--- src/verilog/pbt_params.svh ---
// Constants of the periodic base timer and buzzer divider.
// Assumes a 100 MHz core clock and same-clock tick enables.
`ifndef PBT_PARAMS_SVH
`define PBT_PARAMS_SVH

`define PBT_CLK_PERIOD_NS 10
`define PBT_CTRL_INDEX    8'h36
`define PBT_CTRL_ADDR     8'hD8
`define PBT_CTRL_RESET    8'h00
`define PBT_BIT_BUZ_EN    7
`define PBT_BIT_BUZ_HI    6
`define PBT_BIT_BUZ_LO    5
`define PBT_BIT_SRC       4
`define PBT_BIT_IRQ_EN    3
`define PBT_BIT_RATE_HI   2
`define PBT_BIT_RATE_LO   0
`define PBT_PRE_W         23
`define PBT_PRE_LO_W      8
`define PBT_SLOW_MAX_CODE 3'h1
`define PBT_RESP_OKAY     2'h0
`define PBT_RESP_DECERR   2'h3

`endif

--- src/verilog/pbt_pkg.sv ---
// Types of the periodic base timer block.
// Constants live in pbt_params.svh.
package pbt_pkg;

    typedef enum logic [0:0] {
        PBT_WR_IDLE = 1'b0,
        PBT_WR_RESP = 1'b1
    } pbt_wr_state_t;

    typedef logic [4:0] pbt_tap_idx_t;

endpackage : pbt_pkg

--- src/verilog/pbt_axil_slave.sv ---
// AXI4-Lite slave holding one 8-bit register window.
// Assumes a master that keeps at most one write and one read open.
`timescale 1ns/1ps
`include "pbt_params.svh"
module pbt_axil_slave #(
    parameter int ADDR_W = 8
) (
    input  wire logic              i_core_clk,
    input  wire logic              i_arst_n,
    input  wire logic [ADDR_W-1:0] i_s_axil_awaddr,
    input  wire logic              i_s_axil_awvalid,
    output logic                   o_s_axil_awready,
    input  wire logic [31:0]       i_s_axil_wdata,
    input  wire logic [3:0]        i_s_axil_wstrb,
    input  wire logic              i_s_axil_wvalid,
    output logic                   o_s_axil_wready,
    output logic [1:0]             o_s_axil_bresp,
    output logic                   o_s_axil_bvalid,
    input  wire logic              i_s_axil_bready,
    input  wire logic [ADDR_W-1:0] i_s_axil_araddr,
    input  wire logic              i_s_axil_arvalid,
    output logic                   o_s_axil_arready,
    output logic [31:0]            o_s_axil_rdata,
    output logic [1:0]             o_s_axil_rresp,
    output logic                   o_s_axil_rvalid,
    input  wire logic              i_s_axil_rready,
    output logic                   o_wr_en,
    output logic [7:0]             o_wr_data,
    input  wire logic [7:0]        i_rd_data
);
    pbt_pkg::pbt_wr_state_t wst_ff, nxt_wst;
    logic              aw_ff, nxt_aw, w_ff, nxt_w;
    logic [ADDR_W-1:0] awa_ff, nxt_awa;
    logic [7:0]        wd_ff, nxt_wd;
    logic              ws_ff, nxt_ws;
    logic [1:0]        bresp_ff, nxt_bresp, rresp_ff, nxt_rresp;
    logic              rvalid_ff, nxt_rvalid;
    logic [31:0]       rdata_ff, nxt_rdata;
    logic              aw_have, w_have, hit;
    logic [ADDR_W-1:0] wa;

    // Word match only; low address bits ignored
    function automatic logic addr_hit(input logic [ADDR_W-1:0] a);
        return a[ADDR_W-1:2] == ADDR_W'(`PBT_CTRL_ADDR) >> 2;
    endfunction : addr_hit

    assign o_s_axil_awready = !aw_ff && wst_ff == pbt_pkg::PBT_WR_IDLE;
    assign o_s_axil_wready  = !w_ff && wst_ff == pbt_pkg::PBT_WR_IDLE;
    assign o_s_axil_bvalid  = wst_ff == pbt_pkg::PBT_WR_RESP;
    assign o_s_axil_bresp   = bresp_ff;
    assign o_s_axil_arready = !rvalid_ff;
    assign o_s_axil_rvalid  = rvalid_ff;
    assign o_s_axil_rdata   = rdata_ff;
    assign o_s_axil_rresp   = rresp_ff;

    always_comb begin
        aw_have   = aw_ff || (i_s_axil_awvalid && o_s_axil_awready);
        w_have    = w_ff || (i_s_axil_wvalid && o_s_axil_wready);
        wa        = aw_ff ? awa_ff : i_s_axil_awaddr;
        hit       = addr_hit(wa);
        nxt_aw    = aw_have;
        nxt_w     = w_have;
        nxt_awa   = aw_ff ? awa_ff : i_s_axil_awaddr;
        nxt_wd    = w_ff ? wd_ff : i_s_axil_wdata[7:0];
        nxt_ws    = w_ff ? ws_ff : i_s_axil_wstrb[0];
        nxt_wst   = wst_ff;
        nxt_bresp = bresp_ff;
        o_wr_en   = 1'b0;
        o_wr_data = nxt_wd;
        case (wst_ff)
            pbt_pkg::PBT_WR_IDLE: begin
                if (aw_have && w_have) begin
                    o_wr_en   = hit && nxt_ws;
                    nxt_aw    = 1'b0;
                    nxt_w     = 1'b0;
                    nxt_bresp = hit ? `PBT_RESP_OKAY : `PBT_RESP_DECERR;
                    nxt_wst   = pbt_pkg::PBT_WR_RESP;
                end
            end
            pbt_pkg::PBT_WR_RESP: begin
                if (i_s_axil_bready) begin
                    nxt_wst = pbt_pkg::PBT_WR_IDLE;
                end
            end
            default: nxt_wst = pbt_pkg::PBT_WR_IDLE;
        endcase
        nxt_rvalid = rvalid_ff && !i_s_axil_rready;
        nxt_rdata  = rdata_ff;
        nxt_rresp  = rresp_ff;
        if (i_s_axil_arvalid && !rvalid_ff) begin
            nxt_rvalid = 1'b1;
            nxt_rdata  = addr_hit(i_s_axil_araddr) ? {24'h000000, i_rd_data}
                                                   : 32'h00000000;
            nxt_rresp  = addr_hit(i_s_axil_araddr) ? `PBT_RESP_OKAY
                                                   : `PBT_RESP_DECERR;
        end
    end

    always_ff @(posedge i_core_clk or negedge i_arst_n) begin
        if (!i_arst_n) begin
            wst_ff    <= pbt_pkg::PBT_WR_IDLE;
            aw_ff     <= 1'b0;
            w_ff      <= 1'b0;
            awa_ff    <= '0;
            wd_ff     <= 8'h00;
            ws_ff     <= 1'b0;
            bresp_ff  <= `PBT_RESP_OKAY;
            rvalid_ff <= 1'b0;
            rdata_ff  <= 32'h00000000;
            rresp_ff  <= `PBT_RESP_OKAY;
        end else begin
            wst_ff    <= nxt_wst;
            aw_ff     <= nxt_aw;
            w_ff      <= nxt_w;
            awa_ff    <= nxt_awa;
            wd_ff     <= nxt_wd;
            ws_ff     <= nxt_ws;
            bresp_ff  <= nxt_bresp;
            rvalid_ff <= nxt_rvalid;
            rdata_ff  <= nxt_rdata;
            rresp_ff  <= nxt_rresp;
        end
    end
endmodule : pbt_axil_slave

--- src/verilog/pbt_prescaler.sv ---
// Free-running prescaler; bit k toggles every 2^k fc ticks, or bits 8 and up every 2^(k-8) fs ticks when fs is used.
// Assumes tick enables come from logic on the core clock.
`timescale 1ns/1ps
`include "pbt_params.svh"
module pbt_prescaler #(
    parameter int PRE_W = `PBT_PRE_W,
    parameter int LO_W  = `PBT_PRE_LO_W
) (
    input  wire logic             i_core_clk,
    input  wire logic             i_arst_n,
    input  wire logic             i_fc_tick,
    input  wire logic             i_fs_tick,
    input  wire logic             i_use_fs,
    output logic [PRE_W-1:0]      o_count
);
    logic [LO_W-1:0]       lo_ff, nxt_lo;
    logic [PRE_W-LO_W-1:0] hi_ff, nxt_hi;
    logic                  hi_step;

    // Slow source enters above the low stages, so taps line up
    always_comb begin
        nxt_lo  = i_fc_tick ? lo_ff + LO_W'(1) : lo_ff;
        hi_step = i_use_fs ? i_fs_tick : (i_fc_tick && &lo_ff);
        nxt_hi  = hi_step ? hi_ff + (PRE_W-LO_W)'(1) : hi_ff;
    end

    always_ff @(posedge i_core_clk or negedge i_arst_n) begin
        if (!i_arst_n) begin
            lo_ff <= '0;
            hi_ff <= '0;
        end else begin
            lo_ff <= nxt_lo;
            hi_ff <= nxt_hi;
        end
    end

    assign o_count = {hi_ff, lo_ff};
endmodule : pbt_prescaler

--- src/verilog/pbt_top.sv ---
// Periodic base timer with buzzer divider output, AXI4-Lite control.
// Assumes fc and fs ticks and the slow mode level on the core clock.
//
// Register access over AXI4-Lite was decided locally.
`timescale 1ns/1ps
`include "pbt_params.svh"
module pbt_top #(
    parameter int ADDR_W = 8
) (
    input  wire logic              i_core_clk,
    input  wire logic              i_arst_n,
    input  wire logic              i_fc_tick,
    input  wire logic              i_fs_tick,
    input  wire logic              i_slow_mode,
    input  wire logic [ADDR_W-1:0] i_s_axil_awaddr,
    input  wire logic              i_s_axil_awvalid,
    output logic                   o_s_axil_awready,
    input  wire logic [31:0]       i_s_axil_wdata,
    input  wire logic [3:0]        i_s_axil_wstrb,
    input  wire logic              i_s_axil_wvalid,
    output logic                   o_s_axil_wready,
    output logic [1:0]             o_s_axil_bresp,
    output logic                   o_s_axil_bvalid,
    input  wire logic              i_s_axil_bready,
    input  wire logic [ADDR_W-1:0] i_s_axil_araddr,
    input  wire logic              i_s_axil_arvalid,
    output logic                   o_s_axil_arready,
    output logic [31:0]            o_s_axil_rdata,
    output logic [1:0]             o_s_axil_rresp,
    output logic                   o_s_axil_rvalid,
    input  wire logic              i_s_axil_rready,
    output logic                   o_periodic_irq_request,
    output logic                   o_buzzer_out_pin_n
);
    logic [7:0]            ctrl_ff, nxt_ctrl;
    logic                  wr_en;
    logic [7:0]            wr_data;
    logic [`PBT_PRE_W-1:0] count;
    logic                  use_fs;
    logic                  irq_en, buz_en;
    logic [2:0]            rate_code;
    logic [1:0]            buz_code;
    logic                  rate_ok;
    logic                  tb_tap, buz_tap;
    logic                  prev_ff, nxt_prev;
    logic                  armed_ff, nxt_armed;
    logic                  irq_ff, nxt_irq;
    logic                  pin_n_ff, nxt_pin_n;
    logic                  fall;

    // Interrupt rate code to prescaler bit
    function automatic pbt_pkg::pbt_tap_idx_t tb_idx(
        input logic [2:0] code
    );
        case (code)
            3'h0:    return 5'h16;
            3'h1:    return 5'h14;
            3'h2:    return 5'h0F;
            3'h3:    return 5'h0D;
            3'h4:    return 5'h0C;
            3'h5:    return 5'h0B;
            3'h6:    return 5'h0A;
            default: return 5'h08;
        endcase
    endfunction : tb_idx

    // Buzzer rate code to prescaler bit
    function automatic pbt_pkg::pbt_tap_idx_t buz_idx(
        input logic [1:0] code
    );
        case (code)
            2'h0:    return 5'h0C;
            2'h1:    return 5'h0B;
            2'h2:    return 5'h0A;
            default: return 5'h09;
        endcase
    endfunction : buz_idx

    pbt_axil_slave #(
        .ADDR_W (ADDR_W)
    ) u_bus (
        .i_core_clk       (i_core_clk),
        .i_arst_n         (i_arst_n),
        .i_s_axil_awaddr  (i_s_axil_awaddr),
        .i_s_axil_awvalid (i_s_axil_awvalid),
        .o_s_axil_awready (o_s_axil_awready),
        .i_s_axil_wdata   (i_s_axil_wdata),
        .i_s_axil_wstrb   (i_s_axil_wstrb),
        .i_s_axil_wvalid  (i_s_axil_wvalid),
        .o_s_axil_wready  (o_s_axil_wready),
        .o_s_axil_bresp   (o_s_axil_bresp),
        .o_s_axil_bvalid  (o_s_axil_bvalid),
        .i_s_axil_bready  (i_s_axil_bready),
        .i_s_axil_araddr  (i_s_axil_araddr),
        .i_s_axil_arvalid (i_s_axil_arvalid),
        .o_s_axil_arready (o_s_axil_arready),
        .o_s_axil_rdata   (o_s_axil_rdata),
        .o_s_axil_rresp   (o_s_axil_rresp),
        .o_s_axil_rvalid  (o_s_axil_rvalid),
        .i_s_axil_rready  (i_s_axil_rready),
        .o_wr_en          (wr_en),
        .o_wr_data        (wr_data),
        .i_rd_data        (ctrl_ff)
    );

    // source select
    // Slow mode forces the low-frequency source regardless of bit 4
    assign use_fs = ctrl_ff[`PBT_BIT_SRC] || i_slow_mode;

    // free-running prescaler
    // No clear input: enabling never disturbs the count
    pbt_prescaler u_pre (
        .i_core_clk (i_core_clk),
        .i_arst_n   (i_arst_n),
        .i_fc_tick  (i_fc_tick),
        .i_fs_tick  (i_fs_tick),
        .i_use_fs   (use_fs),
        .o_count    (count)
    );

    assign irq_en    = ctrl_ff[`PBT_BIT_IRQ_EN];
    assign rate_code = ctrl_ff[`PBT_BIT_RATE_HI:`PBT_BIT_RATE_LO];
    assign buz_en    = ctrl_ff[`PBT_BIT_BUZ_EN];
    assign buz_code  = ctrl_ff[`PBT_BIT_BUZ_HI:`PBT_BIT_BUZ_LO];

    // tap decode
    // Undefined slow-mode codes give no request at all
    assign tb_tap  = count[tb_idx(rate_code)];
    assign rate_ok = !i_slow_mode || rate_code <= `PBT_SLOW_MAX_CODE;
    assign buz_tap = count[buz_idx(buz_code)];

    // rate and enable in one write
    always_comb begin
        nxt_ctrl = wr_en ? wr_data : ctrl_ff;
    end

    always_ff @(posedge i_core_clk or negedge i_arst_n) begin
        if (!i_arst_n) begin
            ctrl_ff <= `PBT_CTRL_RESET;
        end else begin
            ctrl_ff <= nxt_ctrl;
        end
    end

    // falling edge detect
    // Armed one cycle late so a stale tap from the old rate is ignored when the rate is written with the enable
    // single-cycle request
    always_comb begin
        fall      = prev_ff && !tb_tap;
        nxt_prev  = tb_tap;
        nxt_armed = irq_en;
        nxt_irq   = armed_ff && irq_en && rate_ok && fall;
    end

    always_ff @(posedge i_core_clk or negedge i_arst_n) begin
        if (!i_arst_n) begin
            prev_ff  <= 1'b0;
            armed_ff <= 1'b0;
            irq_ff   <= 1'b0;
        end else begin
            prev_ff  <= nxt_prev;
            armed_ff <= nxt_armed;
            irq_ff   <= nxt_irq;
        end
    end

    assign o_periodic_irq_request = irq_ff;

    // buzzer drive
    // Idle level is high, the inactive state of the low-true pin
    always_comb begin
        nxt_pin_n = !(buz_en && buz_tap);
    end

    always_ff @(posedge i_core_clk or negedge i_arst_n) begin
        if (!i_arst_n) begin
            pin_n_ff <= 1'b1;
        end else begin
            pin_n_ff <= nxt_pin_n;
        end
    end

    assign o_buzzer_out_pin_n = pin_n_ff;
endmodule : pbt_top
--- config.mk ---
export PLATFORM = sky130hd
export DESIGN_NAME = pbt_top
export DESIGN_NICKNAME = d
export VERILOG_FILES = /design/src/verilog/pbt_pkg.sv /design/src/verilog/pbt_axil_slave.sv /design/src/verilog/pbt_prescaler.sv /design/src/verilog/pbt_top.sv
export VERILOG_INCLUDE_DIRS = /design/src /design/src/verilog
export SDC_FILE = /design/constraint.sdc
export NUM_CORES = 1
export LEC_CHECK = 0
export ABC_AREA = 1
export BUFFER_PORTS_ARGS = -buffer_cell sky130_fd_sc_hd__buf_4
export CORE_ASPECT_RATIO = 1.25
export CORE_MARGIN = 2
export CORE_UTILIZATION = 45
export CTS_BUF_LIST = sky130_fd_sc_hd__clkbuf_2 sky130_fd_sc_hd__clkbuf_4 sky130_fd_sc_hd__clkbuf_8
export DETAILED_ROUTE_END_ITERATION = 8
export PLACE_DENSITY_LB_ADDON = 0.08
export SYNTH_ARGS = -nofsm -noshare
export SYNTH_HDL_FRONTEND = slang
export SYNTH_SLANG_ARGS = --single-unit
--- constraint.sdc ---
create_clock -name i_core_clk -period 1.7 [get_ports i_core_clk]
set_input_delay 0 -clock i_core_clk [delete_from_list [all_inputs] [get_ports i_core_clk]]
set_output_delay 0 -clock i_core_clk [all_outputs]
set_load 0.005 [all_outputs]
==> results.cfg <==
[status]
status = finished, final reports clean

[global_routing]
antenna_found_initial = 0
grt_max_degree = 65
gr-max-usage-layer = met2
grt_overflow = 0
grt_util_met1 = 0.204
met3_usage = 0.0353
grtUsageTotal = 0.170
grt_pass1_wl_mm = 10.3
grt_pass1_vias = 2421
use_met2 = 0.282

[timing]
fin_skew_ns = 0.00656
tightest_slew_ns = 0.788
slew_violations = 0
final.min_clock_period_ns = 1.61
rsz0062_at_grt = true
finalSetupViolCount = 0
slew_headroom = 0.475
clock.fmax_ghz = 0.620
finalHoldViolations = 0
period_share = 0.949

[setup_path]
path_max_fanout = 8
critPathKind = reg -> reg
arrival_ns = 1.83
r2r-start = u_bus.aw_ff
r2r_slack_ns = 0.09
r2r-end = ctrl_ff[3]
rr_worst_depth = 9
cp-end-kind = flop
start_kind = flop
cp.required_ns = 1.92

[layout]
final_net_count = 510
num-fill-cells = 594
antenna_cells = 0
multi_input_area_um2 = 1270
layout-drive-gt1-share = 0.201
syn_to_final_growth_pct = 28.5
regArea_um2 = 1600
final_area_um2 = 4020
final_cells = 535

[logic_synthesis]
synth_area_um2 = 3130
synth_largest_area_cell = dfrtp_1
synth_top_area_share = 0.504
yosysUniqueCellTypes = 34
synth_commonest_cells = nand2_1, dfrtp_1, inv_1
synth_async_sr_flop_share = 1.00
yosysMostFrequentCell = nand2_1
synth_ff_type = dfrtp_1
ys_warn_count = 0
synth_edf_count = 0
synth_cells = 356
syn_area_per_cell_um2 = 8.78
synth.top_cells.by_area = dfrtp_1, nand2_1, buf_4
synth-seq-area-share = 0.513
ys_seq_elements = 64

[routing]
drc_errors = 0
avgRoutedWirePerCell_um = 11.2
dr.pass1.iters = 4
vias_per_cell = 4.61
drt_iter0_drc = 105
vias = 2466
drt_wl_total_mm = 6.01
antenna_left = 0

[cts]
clock_latency_ns = 0.33
clock_path_buffers = 2
htreeDepth = 3
cts_tree = yes
clkSinkCount = 64
cts_buffers = 9
cts-root-buf = clkbuf_8
clkTransAtPathRegs_ns = 0.07

[worst_hold_path]
holdCritStartpoint = i_s_axil_arvalid
hold_end = u_bus.o_s_axil_rresp[0]
worstHoldPathCells = 5
hold_path.class = in -> reg

[place]
dpl.hpwl_mm = 4.24
gp_congestion = 0.795
placed_cells = 497
io_buffers = 49
dpl_cell_area_um2 = 3560

[die]
die_w_um = 78.6
rows = 33
start_util = 0.470
pin_count = 105
core_area_um2 = 6650
die_y_um = 97.2
die_area_um2 = 7640

[power]
p_leak_uw = 0.00211
fin_total_pwr_uw = 5140
powerDensity_nw_per_um2 = 1280
ir_drop_v = 0.000743

[job]
cap_violations = 0
## critical path, stage by stage (launching register included)
cell and delay (ns):
dfrtp_2 0.48, inv_6 0.04, or2_1 0.21, o21ai_2 0.07, nand3_2 0.11, nor3_4 0.22, buf_12 0.15, nand2_8 0.07
nand2_1 0.08, nand2_1 0.05
## per-stage QoR
stage | setup WS, ns | setup TNS [ns] | hold slack [ns] | utilization
detailed placement | -0.0152 | -0.0154 | 0.143 | 0.535
finish | 0.0864 | 0 | 0.0298 | 0.605
global route | -0.0323 | -0.185 | 0.0818 | 0.605
floorplan | 0.202 | 0 | -0.296 | -
global placement | 0.0194 | 0 | 0.147 | 0.535
CTS | 0.0728 | 0 | 0.0202 | 0.596
## placed cells by master (no fill, tap or decap)
| master | count |
|---|---|
| nor3_4 | 1 |
| nand2_1 | 91 |
| nand3b_1 | 2 |
| clkbuf_4 | 2 |
| xnor2_1 | 3 |
| nor2_1 | 26 |
| nand3_1 | 30 |
| clkinv_1 | 1 |
| and3_1 | 1 |
| inv_1 | 35 |
| o21ai_2 | 1 |
| inv_6 | 1 |
| and3b_1 | 1 |
| buf_6 | 2 |
| a21oi_1 | 6 |
| o21ai_0 | 14 |
| buf_12 | 1 |
| nor3b_1 | 1 |
| nand3_2 | 1 |
| nor3_1 | 5 |
| conb_1 | 24 |
| nand2_2 | 5 |
| buf_4 | 59 |
| dfstp_2 | 1 |
| clkinv_2 | 2 |
| dfrtp_1 | 62 |
| nand4_1 | 4 |
| o21bai_1 | 1 |
| nand2_8 | 1 |
| xor2_1 | 18 |
| ha_1 | 5 |
| dlygate4sd3_1 | 20 |
| or2_1 | 1 |
| clkbuf_8 | 11 |
| bufinv_16 | 1 |
| a22o_1 | 3 |
| a211oi_1 | 1 |
| dfrtp_2 | 1 |
| o211ai_1 | 3 |
## final cells by class
type                            count  share of cell area
Sequential cell                    64               0.399
Multi-Input combinational cell    249               0.316
Timing Repair Buffer               82               0.171
Clock buffer                       13              0.0414
Inverter                           37              0.0358
Tap cell                           87              0.0271
Clock inverter                      3             0.00996
## power breakdown
| group | internal, uW | switching, uW |
|---|---|---|
| sequential | 1960 | 316 |
| clock | 786 | 555 |
| combinational | 649 | 872 |
| total | 3390 | 1740 |
## how the worst max path moves through the flow
| stage | slack [ns] | end | from | depth (start not counted) |
|---|---|---|---|---|
| 3_5_place_dp | -0.02 | ctrl_ff[3] | u_bus.aw_ff | 8 |
| 5_1_grt | -0.03 | ctrl_ff[3] | u_bus.aw_ff | 9 |
| 6_report | 0.09 | ctrl_ff[3] | u_bus.aw_ff | 9 |
| 4_1_cts | 0.07 | ctrl_ff[3] | u_bus.aw_ff | 8 |
| 2_1_floorplan | 0.20 | ctrl_ff[2] | u_bus.aw_ff | 9 |
| 3_3_place_gp | 0.02 | ctrl_ff[3] | u_bus.aw_ff | 8 |
## per-layer routing
metal  part of all wire  wire length [um]
met2               0.50              3000
met5                  0                 0
met4              0.025               153
met3              0.040               238
met1               0.44              2620
## state kept, by name, indices dropped and copies added (netlist names), 6 cells and up
name and flops:
u_pre.hi_ff 15, u_bus.wd_ff 8, ctrl_ff 8, u_bus.awa_ff 6, u_pre.lo_ff 8, u_bus.o_s_axil_rdata 8
## timing repair
action                                  in CTS  in global routing
hold buffers                                20                  0
resized for setup                            1                  7
pin swaps                                    0                  5
hold endpoints to repair                    85                  0
endpoints found under the setup margin       4                 12
setup buffers                                0                  2
gates cloned                                 0                  0
## kinds of logic after synthesis
family	Yosys count	share of synthesized area
and+or+nand+nor	170	0.237
other	1	0.00120
xor gates and xnor gates	21	0.0588
buffers and inverters	66	0.115
adders and majority gates	5	0.0200
DFF	64	0.513
AOI/OAI and AO/OA	29	0.0552
Note: power is estimated with default switching activity, not from simulation.
